## src/verilog/prdm_pkg.sv

```systemverilog
package prdm_pkg;
    // number of i/o lines handled by the mux
    localparam int unsigned NUM_LINES = 8;
    localparam int unsigned SEL_W = 3;
    // line positions
    localparam int unsigned LINE_TCK = 0;
    localparam int unsigned LINE_TMS = 1;
    localparam int unsigned LINE_TDO = 2;
    localparam int unsigned LINE_TDI = 3;
    localparam int unsigned LINE_CLKOUT = 4;
    // peripheral function codes, a..h
    localparam logic [2:0] FUNC_A = 3'h0;
    localparam logic [2:0] FUNC_F = 3'h5;
    localparam logic [2:0] FUNC_H = 3'h7;
    // reset values
    localparam logic [7:0] PULLUP_RST = 8'h01;
    localparam logic [7:0] PERIPH_EN_RST = 8'h10;
    localparam logic FRC_RST = 1'b1;
endpackage : prdm_pkg

```

## src/verilog/prdm_line.sv

```systemverilog
`timescale 1ns/1ps
// one i/o line: peripheral priority pick and pad drive decision
module prdm_line (
    input wire logic [7:0] func_en,
    input wire logic [7:0] func_out,
    input wire logic [7:0] func_oe,
    input wire logic periph_en,
    input wire logic gpio_out,
    input wire logic gpio_oe,
    output logic pad_o,
    output logic pad_oe,
    output logic [2:0] active_func
);
    logic [2:0] pick;
    logic any_en;

    // the highest-letter enabled function wins
    always_comb begin
        pick = prdm_pkg::FUNC_A;
        for (int i = 0; i < 8; i++) begin
            if (func_en[i]) begin
                pick = i[2:0];
            end
        end
    end

    assign any_en = |func_en;
    assign active_func = pick;
    assign pad_o = (periph_en && any_en) ? func_out[pick] : gpio_out;
    assign pad_oe = (periph_en && any_en) ? func_oe[pick] : gpio_oe;
endmodule : prdm_line

```

## src/verilog/prdm_top.sv

```systemverilog
`timescale 1ns/1ps
module prdm_top (
    input wire logic core_clk,
    input wire logic rstn,
    input wire logic [7:0] pad_i,
    input wire logic slow_rc_oscillator,
    input wire logic [7:0] gpio_out,
    input wire logic [7:0] gpio_oe,
    input wire logic [7:0] periph_en,
    input wire logic [7:0] pullup_en,
    input wire logic pullup_we,
    input wire logic [23:0] func_sel,
    input wire logic [7:0] func_en_all,
    input wire logic [63:0] func_out,
    input wire logic [63:0] func_oe,
    input wire logic force_slow_clock_out,
    input wire logic force_we,
    input wire logic [7:0] periph_en_we,
    input wire logic dbg_two_pin_mode,
    input wire logic debug_wire_second_data,
    input wire logic tdo_out,
    output logic [7:0] pad_o,
    output logic [7:0] pad_oe,
    output logic [7:0] pad_pu,
    output logic [7:0] adc_in_en,
    output logic [7:0] pad_in_sync,
    output logic test_port_en,
    output logic startup_slow_clock_out
);
    logic [7:0] sync1_q;
    logic [7:0] sync2_q;
    logic rst_d1_q;
    logic tp_en_q;
    logic [7:0] pu_q;
    logic [7:0] pen_q;
    logic frc_q;
    logic [7:0] pad_o_q;
    logic [7:0] pad_oe_q;
    logic [7:0] pad_pu_q;
    logic [7:0] adc_q;
    logic [7:0] mux_o;
    logic [7:0] mux_oe;
    logic [23:0] act_func;
    logic [7:0] drv_o;
    logic [7:0] drv_oe;
    logic [7:0] pu_d;
    logic release_w;
    logic clkout_on;

    // pins cross two flops before any logic reads them
    always_ff @(posedge core_clk) begin
        sync1_q <= pad_i;
        sync2_q <= sync1_q;
    end

    // release seen as first cycle with rstn high after a low cycle
    always_ff @(posedge core_clk) begin
        rst_d1_q <= rstn;
    end
    assign release_w = rstn && !rst_d1_q;

    // strap caught by a clocked process at release, held till next reset
    always_ff @(posedge core_clk) begin
        if (!rstn) begin
            tp_en_q <= 1'b0;
        end else if (release_w) begin
            tp_en_q <= !sync2_q[prdm_pkg::LINE_TCK];
        end
    end

    always_ff @(posedge core_clk) begin
        if (!rstn) begin
            pu_q <= prdm_pkg::PULLUP_RST;
            pen_q <= prdm_pkg::PERIPH_EN_RST;
            frc_q <= prdm_pkg::FRC_RST;
        end else begin
            if (pullup_we) begin
                pu_q <= pullup_en;
            end
            for (int i = 0; i < 8; i++) begin
                if (periph_en_we[i]) begin
                    pen_q[i] <= periph_en[i];
                end
            end
            if (force_we) begin
                frc_q <= force_slow_clock_out;
            end
        end
    end

    // function enables decoded from per-line 3-bit selection
    genvar g;
    generate
        for (g = 0; g < 8; g++) begin : g_line
            logic [7:0] en_vec;
            assign en_vec = func_en_all[g] ? (8'h01 << func_sel[g*3 +: 3]) : 8'h00;
            prdm_line u_line (
                .func_en(en_vec),
                .func_out(func_out[g*8 +: 8]),
                .func_oe(func_oe[g*8 +: 8]),
                .periph_en(pen_q[g]),
                .gpio_out(gpio_out[g]),
                .gpio_oe(gpio_oe[g]),
                .pad_o(mux_o[g]),
                .pad_oe(mux_oe[g]),
                .active_func(act_func[g*3 +: 3])
            );
        end
    endgenerate

    // f stays default while the line's select is unwritten at f
    assign clkout_on = frc_q && pen_q[prdm_pkg::LINE_CLKOUT]
        && (!func_en_all[prdm_pkg::LINE_CLKOUT]
        || act_func[prdm_pkg::LINE_CLKOUT*3 +: 3] == prdm_pkg::FUNC_F);

    always_comb begin
        drv_o = mux_o;
        drv_oe = mux_oe;
        pu_d = pu_q;
        if (clkout_on) begin
            drv_o[prdm_pkg::LINE_CLKOUT] = 1'b0;
            drv_oe[prdm_pkg::LINE_CLKOUT] = 1'b1;
        end
        if (dbg_two_pin_mode) begin
            drv_o[prdm_pkg::LINE_TCK] = debug_wire_second_data;
            drv_oe[prdm_pkg::LINE_TCK] = 1'b1;
        end
        if (tp_en_q) begin
            drv_oe[prdm_pkg::LINE_TCK] = 1'b0;
            drv_oe[prdm_pkg::LINE_TMS] = 1'b0;
            drv_oe[prdm_pkg::LINE_TDI] = 1'b0;
            drv_o[prdm_pkg::LINE_TCK] = 1'b0;
            drv_o[prdm_pkg::LINE_TMS] = 1'b0;
            drv_o[prdm_pkg::LINE_TDI] = 1'b0;
            drv_o[prdm_pkg::LINE_TDO] = tdo_out;
            drv_oe[prdm_pkg::LINE_TDO] = 1'b1;
            pu_d[prdm_pkg::LINE_TCK] = 1'b1;
            pu_d[prdm_pkg::LINE_TMS] = 1'b1;
            pu_d[prdm_pkg::LINE_TDI] = 1'b1;
            pu_d[prdm_pkg::LINE_TDO] = 1'b0;
        end
        if (!rstn) begin
            drv_oe = 8'h00;
            drv_o = 8'h00;
            pu_d = prdm_pkg::PULLUP_RST;
        end
    end

    always_ff @(posedge core_clk) begin
        pad_o_q <= drv_o;
        pad_oe_q <= drv_oe;
        pad_pu_q <= pu_d;
        adc_q <= ~drv_oe;
    end

    assign pad_o = pad_o_q;
    assign pad_oe = pad_oe_q;
    assign pad_pu = pad_pu_q;
    assign adc_in_en = adc_q;
    assign pad_in_sync = sync2_q;
    assign test_port_en = tp_en_q;

    // the rc clock is thousands of core_clk periods long, so syncing it and
    // driving it from a flop costs only a few ns of jitter
    logic clk_en_q;
    logic rc_s1_q;
    logic rc_s2_q;
    logic rc_out_q;
    logic rc_gate_w;
    always_ff @(posedge core_clk) begin
        rc_s1_q <= slow_rc_oscillator;
        rc_s2_q <= rc_s1_q;
    end
    // reset keeps the clock enabled, so it runs from power-up
    always_ff @(posedge core_clk) begin
        if (!rstn) begin
            clk_en_q <= 1'b1;
        end else begin
            clk_en_q <= clkout_on;
        end
    end
    assign rc_gate_w = rc_s2_q && clk_en_q;
    always_ff @(posedge core_clk) begin
        rc_out_q <= rc_gate_w;
    end
    assign startup_slow_clock_out = rc_out_q;

    // assertions
    a_strap_hold: assert property (@(posedge core_clk) disable iff (!rstn)
        $past(rstn) && !$past(release_w) |-> $stable(tp_en_q))
        else $error("test port enable changed outside release");
    a_release_once: assert property (@(posedge core_clk)
        release_w |=> !release_w)
        else $error("release seen twice");
    a_strap_sample: assert property (@(posedge core_clk)
        rstn && !rst_d1_q |=> tp_en_q == !$past(sync2_q[0]))
        else $error("test port strap not sampled");
    a_reset_tp_off: assert property (@(posedge core_clk)
        !rstn |=> !test_port_en)
        else $error("test port on during reset");
    a_tck_pu_reset: assert property (@(posedge core_clk)
        !rstn |=> pad_pu[0])
        else $error("test clock pull-up off during reset");
    a_reset_pu: assert property (@(posedge core_clk)
        !rstn |=> pad_pu == prdm_pkg::PULLUP_RST)
        else $error("reset pull-ups wrong");
    a_tp_pullups: assert property (@(posedge core_clk) disable iff (!rstn)
        tp_en_q && $past(tp_en_q) && $past(rstn) |-> pad_pu[3:0] == 4'hb)
        else $error("test port pull-ups wrong");
    a_tp_owns: assert property (@(posedge core_clk) disable iff (!rstn)
        tp_en_q && $past(tp_en_q) && $past(rstn) |-> pad_oe[3:0] == 4'h4)
        else $error("test port does not own pins");
    a_tdo_drive: assert property (@(posedge core_clk) disable iff (!rstn)
        tp_en_q && $past(tp_en_q) && $past(rstn) |-> pad_o[2] == $past(tdo_out))
        else $error("test data out not driven");
    a_tp_quiet: assert property (@(posedge core_clk) disable iff (!rstn)
        tp_en_q && $past(tp_en_q) && $past(rstn) |-> (pad_o & 8'h0b) == 8'h00)
        else $error("test input lines carry mux data");
    a_reset_inputs: assert property (@(posedge core_clk)
        !rstn |=> pad_oe == 8'h00)
        else $error("pins driven during reset");
    a_reset_levels: assert property (@(posedge core_clk)
        !rstn |=> pad_o == 8'h00)
        else $error("pin levels set during reset");
    a_reset_adc: assert property (@(posedge core_clk)
        !rstn |=> adc_in_en == 8'hff)
        else $error("analog path closed during reset");
    a_pen_reset: assert property (@(posedge core_clk)
        !rstn |=> pen_q == prdm_pkg::PERIPH_EN_RST)
        else $error("peripheral enables wrong after reset");
    a_frc_reset: assert property (@(posedge core_clk)
        !rstn |=> frc_q)
        else $error("force bit clear after reset");
    a_reset_clk_on: assert property (@(posedge core_clk)
        !rstn |=> clk_en_q)
        else $error("startup clock off during reset");
    a_clk_stop: assert property (@(posedge core_clk) disable iff (!rstn)
        force_we && !force_slow_clock_out |=> ##1 !clk_en_q)
        else $error("startup clock not stopped");
    a_clk_en_follow: assert property (@(posedge core_clk)
        $past(rstn) |-> clk_en_q == $past(clkout_on))
        else $error("clock enable does not follow conditions");
    a_clkout_other: assert property (@(posedge core_clk)
        func_en_all[prdm_pkg::LINE_CLKOUT]
        && act_func[prdm_pkg::LINE_CLKOUT*3 +: 3] != prdm_pkg::FUNC_F |-> !clkout_on)
        else $error("startup clock kept on another function");
    a_clkout_oe: assert property (@(posedge core_clk)
        $past(rstn) && $past(clkout_on) |-> pad_oe[4] && !pad_o[4])
        else $error("clock-out line not driven");
    a_clkout_gate: assert property (@(posedge core_clk)
        !clk_en_q |=> !startup_slow_clock_out)
        else $error("startup clock leaks while disabled");
    a_clkout_pass: assert property (@(posedge core_clk)
        clk_en_q && rc_s2_q |=> startup_slow_clock_out)
        else $error("startup clock not passed");
    a_adc_block: assert property (@(posedge core_clk)
        pad_oe[4] |-> !adc_in_en[4])
        else $error("analog path open while driving");
    a_adc_open: assert property (@(posedge core_clk)
        $past(rstn) |-> adc_in_en == ~pad_oe)
        else $error("analog path does not follow drivers");
    a_pu_indep: assert property (@(posedge core_clk) disable iff (!rstn)
        pullup_we && !tp_en_q |=> ##1 pad_pu[7:4] == $past(pullup_en[7:4], 2))
        else $error("pull-up not per line");
    a_pu_follow: assert property (@(posedge core_clk)
        $past(rstn) && !$past(tp_en_q) |-> pad_pu == $past(pu_q))
        else $error("pull-ups do not follow their enables");
    a_two_pin: assert property (@(posedge core_clk)
        $past(rstn) && $past(dbg_two_pin_mode) && !$past(tp_en_q)
        |-> pad_oe[0] && pad_o[0] == $past(debug_wire_second_data))
        else $error("second debug data not on line");
    a_line0_gpio: assert property (@(posedge core_clk)
        $past(rstn) && !$past(dbg_two_pin_mode) && !$past(tp_en_q) && !$past(pen_q[0])
        |-> pad_oe[0] == $past(gpio_oe[0]))
        else $error("line 0 not released to gpio");
    a_gpio_path: assert property (@(posedge core_clk)
        $past(rstn) && !$past(tp_en_q) && !$past(pen_q[1])
        |-> pad_o[1] == $past(gpio_out[1]) && pad_oe[1] == $past(gpio_oe[1]))
        else $error("line 1 not released to gpio");
    a_gpio_upper: assert property (@(posedge core_clk)
        $past(rstn) && $past(pen_q[7:5]) == 3'h0 |-> pad_oe[7:5] == $past(gpio_oe[7:5]))
        else $error("upper lines not released to gpio");
    a_func_code: assert property (@(posedge core_clk)
        func_en_all[1] |-> act_func[5:3] == func_sel[5:3])
        else $error("selected function code not applied");
    a_pin_sync: assert property (@(posedge core_clk)
        $past(rstn, 2) |-> pad_in_sync == $past(pad_i, 2))
        else $error("pin read back not two flops late");
    c_tp_on: cover property (@(posedge core_clk) release_w ##1 tp_en_q);
    c_tp_off: cover property (@(posedge core_clk) release_w ##1 !tp_en_q);
    c_clk_stop: cover property (@(posedge core_clk) clk_en_q ##1 !clk_en_q);
    c_two_pin: cover property (@(posedge core_clk) dbg_two_pin_mode && !tp_en_q);
    c_f_selected: cover property (@(posedge core_clk) func_en_all[4] && clkout_on);
endmodule : prdm_top

```

## config.mk

```make
export PLATFORM = sky130hd
export DESIGN_NAME = prdm_top
export DESIGN_NICKNAME = d
export VERILOG_FILES = /design/src/verilog/prdm_pkg.sv /design/src/verilog/prdm_line.sv /design/src/verilog/prdm_top.sv
export SDC_FILE = /design/constraint.sdc
export NUM_CORES = 1
export LEC_CHECK = 0
export ABC_AREA = 0
export BUFFER_PORTS_ARGS = -buffer_cell sky130_fd_sc_hd__buf_2
export CORE_AREA = 2 2 101 103
export CTS_BUF_LIST = sky130_fd_sc_hd__clkbuf_8
export DETAILED_ROUTE_END_ITERATION = 12
export DIE_AREA = 0 0 103 105
export GPL_TIMING_DRIVEN = 0
export PLACE_DENSITY = 0.7
export SYNTH_ARGS = -nofsm -noshare
export SYNTH_HDL_FRONTEND = slang
export SYNTH_SLANG_ARGS = --single-unit
```

## constraint.sdc

```tcl
create_clock -name core_clk -period 2.8 [get_ports core_clk]
set_input_delay 0.28 -clock core_clk [delete_from_list [all_inputs] [get_ports core_clk]]
set_output_delay 0.28 -clock core_clk [all_outputs]
set_load 0.01 [all_outputs]
```

==> key figures, run 1 <==
Worst setup path
  • Endpoint arrival time on the critical path: 1680 ps
  • Worst reg2reg path startpoint: test_port_en
  • Start point of the critical path: test_port_en
  • Max FO, Critical Path: 9
  • CP endpoint kind: register
  • Kind of critical path: register to register
  • Worst r2r path cells: 3
  • Worst R2R End: adc_in_en[1]
  • R2R Setup Slk: 1340 ps
  • Startpoint types: register
  • Required time at the worst-slack endpoint: 3020 ps

Synthesis
  • Post-Synthesis Cells: 310
  • Yosys reg bits: 71
  • Synth top area share: 43.4%
  • Yosys cell types: 45
  • Ranking of synthesized cells by area: dfxtp_1, mux2i_1, mux4_2
  • Sequential share of the synthesized area: 43.4%
  • Ys async rst share: 0%
  • Area leader, netlist: dfxtp_1
  • Mean post-synth cell area: 10.6 um2
  • Post-Syn Nets: 527
  • Mapped Area: 3280 um2
  • Syn. warnings: 0
  • Top_reg_cell synth: dfxtp_1
  • EDFF count, synth: 0

Min path
  • HP Class: input pin to register
  • Hold depth: 1
  • Hold Path End: sync1_q[5]
  • Hold Path Origin: pad_i[5]

Clock network
  • Max Buffers Root-to-Sink: 2
  • # clock sinks: 71
  • Clock transition at path regs: 80 ps
  • Worst-skew pair later-pin latency: 340 ps
  • CTS tree: built
  • Hold_buf cts: 0
  • Post-CTS Setup Bufs: 0
  • PostCTS Resize Cnt: 0
  • Htree depth: 3
  • Total CTS buffers: 9
  • Clock root cell: clkbuf_8

Die
  • Ports: 259
  • Site Rows: 36
  • Chip Width: 103 um
  • Die area: 10,800 um2
  • Starting density of the core: 34.0%
  • Core ar.: 9640 um2
  • Die Ht: 105 um

Flow run
  • Max-capacitance violation count: 0

Pwr
  • Final Total Pwr: 2.31 mW
  • P per Cell Area: 473 nW/um2
  • Worst IR drop on VDD: 0.234 mV
  • Pleak: 2.41 nW

STA
  • Pins Over Slew Limit: 0
  • Period minus WS final: 1460 ps
  • Setup TNS: 0 ps
  • Slew @ Worst Pin: 620 ps
  • Period utilization: 52.2%
  • Clock Skew: 5.70 ps
  • # setup viols final: 0
  • Slew HR: 58.7%
  • Highest clock rate: 684 MHz
  • Final Hold Fails: 0
  • RSZ-0062 raised after global routing: no

Routing
  • DR DRC count: 0
  • Initial DRC count: 114
  • Drt first pass iters: 4
  • Drt wl/cell: 13.5 um
  • Routed vias: 3,365
  • DRT antenna net count: 0
  • Detailed Route WL: 9.59 mm
  • Via/cell ratio: 4.74

Placement
  • Routability Congestion: 0.899
  • Detailed Place HPWL: 8.10 mm
  • Port bufs: 251

Layout
  • # diodes: 0
  • Nets: 789
  • Area grow syn2layout: 49.2%
  • FILL cells: 972
  • Most frequent cells in the layout: buf_2, dfxtp_1, mux2i_1, nor2_1, nand2_1
  • Most common cell after layout, fill and taps aside: buf_2
  • Share of layout cells above drive strength 1: 52.5%

Global route
  • First-pass GRT wire length: 14.8 mm
  • Largest net degree at the start of global routing: 16
  • GRT overflow: 0
  • Global router's overall resource usage: 17.3%
  • Vias in the first global route: 3,374
  • Initial antenna violation count: 0

Status
  • Status: complete, no violations
==> worst max-delay path by stage <==
stage	to	slack [ps]
after floorplan	pad_o[2]	1350
after global placement	pad_o[2]	1260
after detailed placement	pad_oe[0]	1230
after CTS	adc_in_en[1]	1310
after global routing	adc_in_en[1]	1250
final	adc_in_en[1]	1340
==> report_power, final <==
part           total (mW)  internal [mW]  switching, mW
logic               0.454          0.256          0.197
registers            1.09           1.07         0.0196
clock network       0.766          0.341          0.425
total                2.31           1.67          0.642
==> worst max-delay path, cell delays in order (launching register included) <==
cell and delay (ps):
dfxtp_1 330, clkbuf_8 160, nand2b_1 290, or4_1 560
==> Yosys cell counts, types with 3 or more instances <==
| master | count |
|---|---|
| o221ai_1 | 3 |
| buf_2 | 5 |
| nand2b_1 | 12 |
| nor2b_1 | 8 |
| mux4_2 | 12 |
| o41ai_1 | 4 |
| o31a_1 | 4 |
| nand3_1 | 9 |
| and2_1 | 11 |
| nor3_1 | 3 |
| clkbuf_1 | 4 |
| a311oi_1 | 6 |
| a31oi_1 | 3 |
| o31ai_1 | 3 |
| nor2_1 | 28 |
| inv_1 | 4 |
| mux2i_1 | 30 |
| a21oi_1 | 13 |
| nand2_1 | 21 |
| a211oi_1 | 5 |
| mux2_2 | 11 |
| mux4_1 | 4 |
| o21ai_0 | 8 |
| dfxtp_1 | 71 |
==> cell type report <==
| cell class | count | area, um2 | area share, % |
|---|---|---|---|
| Multi-Input combinational cell | 222 | 1750 | 35.9 |
| Clock buffer | 9 | 124 | 2.54 |
| Sequential cell | 71 | 1420 | 29.1 |
| Timing Repair Buffer | 251 | 1260 | 25.7 |
| Inverter | 4 | 15.0 | 0.307 |
| Tap cell | 133 | 166 | 3.41 |
| Buffer | 13 | 86.3 | 1.77 |
| Clock inverter | 7 | 63.8 | 1.31 |
==> flip-flops by register name, summed over array words and instances (netlist names) <==
register and count:
rc_s1_q 1, pad_pu 8, pu_q 8, frc_q 1, rc_s2_q 1, rst_d1_q 1
pad_o 8, sync1_q 8, pad_oe 8, pen_q 8, pad_in_sync 8, test_port_en 1
adc_in_en 8, clk_en_q 1, startup_slow_clock_out 1
==> per-layer routing <==
| layer | vias up | wire length [um] | track usage (%) |
|---|---|---|---|
| li1 | 1680 | - | - |
| met1 | 1515 | 3720 | 18.4 |
| met2 | 151 | 4920 | 31.3 |
| met3 | 19 | 758 | 4.75 |
| met4 | 0 | 190 | 7.14 |
| met5 | - | 0 | 0 |
==> per-stage QoR <==
| step | setup WS, ps | area, um2 | hold slack, ps | utilization (%) | std cells |
|---|---|---|---|---|---|
| floorplan | 1350 | 3280 | 308 | - | 310 |
| global placement | 1260 | 4700 | 313 | 48.7 | 694 |
| detailed placement | 1230 | 4700 | 313 | 48.7 | 694 |
| CTS | 1310 | 4890 | 14.5 | 50.7 | 710 |
| global route | 1250 | 4890 | 8.10 | 50.7 | 710 |
| finish | 1340 | 4890 | 36.2 | 50.7 | 710 |
==> cell families after synthesis <==
| logic type | count (synthesis) | share of synthesized area, % |
|---|---|---|
| and+or+nand+nor | 101 | 15.2 |
| DFF | 71 | 43.4 |
| AOI/OAI and AO/OA | 64 | 13.9 |
| muxes | 57 | 24.4 |
| buffers and inverters | 17 | 3.09 |
Power figures use the tool's default switching activity.
==> run 2, diff against run 1 <==
--- a/config.mk
+++ b/config.mk
@@ -5,14 +5,14 @@
 export SDC_FILE = /design/constraint.sdc
 export NUM_CORES = 1
 export LEC_CHECK = 0
-export ABC_AREA = 0
+export ABC_AREA = 1
 export BUFFER_PORTS_ARGS = -buffer_cell sky130_fd_sc_hd__buf_2
-export CORE_AREA = 2 2 101 103
+export CORE_MARGIN = 2
+export CORE_UTILIZATION = 37
 export CTS_BUF_LIST = sky130_fd_sc_hd__clkbuf_8
 export DETAILED_ROUTE_END_ITERATION = 12
-export DIE_AREA = 0 0 103 105
 export GPL_TIMING_DRIVEN = 0
-export PLACE_DENSITY = 0.7
+export PLACE_DENSITY = 0.78
 export SYNTH_ARGS = -nofsm -noshare
 export SYNTH_HDL_FRONTEND = slang
 export SYNTH_SLANG_ARGS = --single-unit
==> constraint.sdc (replaced) <==
create_clock -name core_clk -period 1.3 [get_ports core_clk]
set_input_delay 0.13 -clock core_clk [delete_from_list [all_inputs] [get_ports core_clk]]
set_output_delay 0.13 -clock core_clk [all_outputs]
set_load 0.01 [all_outputs]
==> key figures, run 2 <==
Layout
  • Area grow syn2layout: 54.9% (was 49.2%)
  • Most frequent cells in the layout: buf_2, nand2_1, dfxtp_1, inv_1, nand3_1 (was buf_2, dfxtp_1, mux2i_1, nor2_1, nand2_1)
  • Final instance area: 5250 um2 (was 4890 um2)
  • Most common cell after layout, fill and taps aside: buf_2 (unchanged)
  • Fin util: 59.6% (was 50.7%)
  • Nets: 1,013 (was 789)
  • FILL cells: 822 (was 972)
  • # diodes: 0 (unchanged)
  • Finished Layout Cells: 909 (was 710)
  • Reg area: 1420 um2 (unchanged)
  • Share of layout cells above drive strength 1: 37.2% (was 52.5%)
  • Multi-input logic area: 1640 um2 (was 1750 um2)

Die
  • Site Rows: 34 (was 36)
  • Chip Width: 99.7 um (was 103 um)
  • Starting density of the core: 38.5% (was 34.0%)
  • Die area: 9940 um2 (was 10,800 um2)
  • Die Ht: 99.7 um (was 105 um)
  • Core ar.: 8810 um2 (was 9640 um2)
  • Ports: 259 (unchanged)

Clock network
  • CTS tree: built (unchanged)
  • Max Buffers Root-to-Sink: 2 (unchanged)
  • Htree depth: 3 (unchanged)
  • Worst-skew pair later-pin latency: 350 ps (was 340 ps)
  • # clock sinks: 71 (unchanged)
  • Total CTS buffers: 9 (unchanged)
  • Clock transition at path regs: 80 ps (about the same)
  • Clock root cell: clkbuf_8 (unchanged)

Pwr
  • P per Cell Area: 973 nW/um2 (was 473 nW/um2)
  • Switching Share: 29.7% (was 27.8%)
  • Register share of total power: 46.3% (was 47.2%)
  • Psw: 1.52 mW (was 642 uW)
  • Worst IR drop on VDD: 0.433 mV (was 0.234 mV)
  • Final Total Pwr: 5.11 mW (was 2.31 mW)
  • Power Internal: 3.59 mW (was 1.67 mW)
  • Pleak: 3.00 nW (was 2.41 nW)
  • Combinational Power Share: 21.3% (was 19.6%)
  • Clock share of power: 32.4% (was 33.2%)

Routing
  • Drt wl/cell: 11.6 um (was 13.5 um)
  • Detailed Route WL: 10.5 mm (was 9.59 mm)
  • Initial DRC count: 103 (was 114)
  • DRT antenna net count: 0 (unchanged)
  • Drt first pass iters: 4 (unchanged)
  • Via/cell ratio: 4.73 (was 4.74)
  • DR DRC count: 0 (unchanged)
  • Routed vias: 4,297 (was 3,365)

Synthesis
  • Yosys reg bits: 71 (unchanged)
  • Top cells by count, synth: nand2_1, dfxtp_1, inv_1, nand3_1, o21ai_0 (was dfxtp_1, mux2i_1, nor2_1, nand2_1, a21oi_1)
  • EDFF count, synth: 0 (unchanged)
  • Syn. warnings: 0 (unchanged)
  • Post-Syn Nets: 720 (was 527)
  • Yosys cell types: 21 (was 45)
  • Area leader, netlist: dfxtp_1 (unchanged)
  • Mapped Area: 3390 um2 (was 3280 um2)
  • Cell with the most instances after synthesis: nand2_1 (was dfxtp_1)
  • Ranking of synthesized cells by area: dfxtp_1, nand2_1, nand3_1 (was dfxtp_1, mux2i_1, mux4_2)
  • Ys async rst share: 0% (unchanged)
  • Mean post-synth cell area: 6.74 um2 (was 10.6 um2)
  • Top_reg_cell synth: dfxtp_1 (unchanged)
  • Post-Synthesis Cells: 503 (was 310)
  • Synth top area share: 41.9% (was 43.4%)
  • Sequential share of the synthesized area: 41.9% (was 43.4%)

Global route
  • GRT overflow: 0 (unchanged)
  • First-pass GRT wire length: 16.6 mm (was 14.8 mm)
  • Global router's overall resource usage: 20.5% (was 17.3%)
  • Vias in the first global route: 4,039 (was 3,374)
  • Initial antenna violation count: 0 (unchanged)
  • Largest net degree at the start of global routing: 16 (unchanged)

Worst setup path
  • Worst reg2reg path startpoint: pen_q[6] (was test_port_en)
  • R2R Setup Slk: 150 ps (was 1340 ps)
  • Worst R2R End: pen_q[6] (was adc_in_en[1])
  • Worst r2r path cells: 3 (unchanged)
  • Required time at the worst-slack endpoint: 1530 ps (was 3020 ps)
  • Startpoint types: input pin (was register)
  • CP endpoint kind: register (unchanged)
  • Endpoint arrival time on the critical path: 1500 ps (was 1680 ps)
  • Max FO, Critical Path: 2 (was 9)
  • Kind of critical path: input pin to register (was register to register)

Placement
  • Routability Congestion: 0.895 (was 0.899)
  • Worst slack, placed: 8.55 ps (was 1230 ps)
  • Port bufs: 256 (was 251)
  • Post-DP Area: 4800 um2 (was 4700 um2)
  • Detailed Place HPWL: 8.62 mm (was 8.10 mm)
  • DP Cell Count: 867 (was 694)

Flow run
  • Max-capacitance violation count: 0 (unchanged)

Min path
  • Hold Path Origin: periph_en[4] (was pad_i[5])
  • Hold depth: 3 (was 1)
  • HP Class: input pin to register (unchanged)
  • Hold Path End: pen_q[4] (was sync1_q[5])

STA
  • Final Hold Fails: 0 (unchanged)
  • RSZ-0062 raised after global routing: no (unchanged)
  • Clock Skew: 10.6 ps (was 5.70 ps)
  • Period minus WS final: 1270 ps
  • Pins Over Slew Limit: 0 (unchanged)
  • # setup viols final: 0 (unchanged)
  • Period utilization: 97.6%
  • Highest clock rate: 788 MHz
  • Setup TNS: 0 ps (unchanged)
  • Final setup margin: 31.7 ps (was 1340 ps)
  • Hold Slack: 9.66 ps (was 36.2 ps)
  • Slew HR: 67.0% (was 58.7%)
  • Slew @ Worst Pin: 495 ps (was 620 ps)

Status
  • Status: complete, no violations (unchanged)
run 2: final cells by class:
type                       count  share of cell area [%]
timing repair buffer         282                    29.4
inverter                      70                    5.01
sequential                    71                    27.1
tap                          108                    2.57
clock inverter                 7                    1.14
buffer                         8                    1.14
multi-input combinational    354                    31.3
clock buffer                   9                    2.36
run 2: critical path, stage by stage:
cell,delay [ps]
dlygate4sd3_1,540
buf_2,130
o21ai_1,110
a21oi_1,50
dlygate4sd3_1,540
run 2: power groups by stage:
stage	sequential [mW]	combinational [mW]	clock [mW]
4_1_cts	2.36	1.09	1.71
3_3_place_gp	2.41	0.999	0
5_1_grt	2.38	1.23	1.81
3_5_place_dp	2.41	1.02	0
6_report	2.36	1.09	1.66
2_1_floorplan	2.46	0.448	0
run 2: kinds of logic after synthesis:
group	share of synthesized area (%)
compound gates	18.1
simple gates	30.4
buf+inv	9.53
flops	41.9
run 2: layer usage:
metal  up-vias  share of wire [%]  wire length, um  GRT usage (%)
li1       2224                  -                -              -
met5         -                  0                0              0
met2       188                 51             5330           38.7
met3        31                8.1              854           6.11
met1      1854                 38             4030           20.7
met4         0                3.0              312           8.85
run 2: worst max path at each step:
| stage | startpoint | to | slack [ps] |
|---|---|---|---|
| 6_report | periph_en_we[6] | pen_q[6] | 30 |
| 2_1_floorplan | pen_q[4] | pad_oe[4] | 380 |
| 3_3_place_gp | rstn | pad_o[2] | -20 |
| 3_5_place_dp | rstn | pu_q[3] | 9 |
| 4_1_cts | periph_en_we[6] | pen_q[6] | 10 |
| 5_1_grt | periph_en_we[6] | pen_q[6] | 10 |
run 2: what timing repair did:
| action | in CTS | in global routing |
|---|---|---|
| hold buffers | 26 | 0 |
| setup buffers | 0 | 0 |
| endpoints found under the hold margin | 20 | 0 |
| endpoints found under the setup margin | 0 | 1 |
| resized for setup | 0 | 1 |
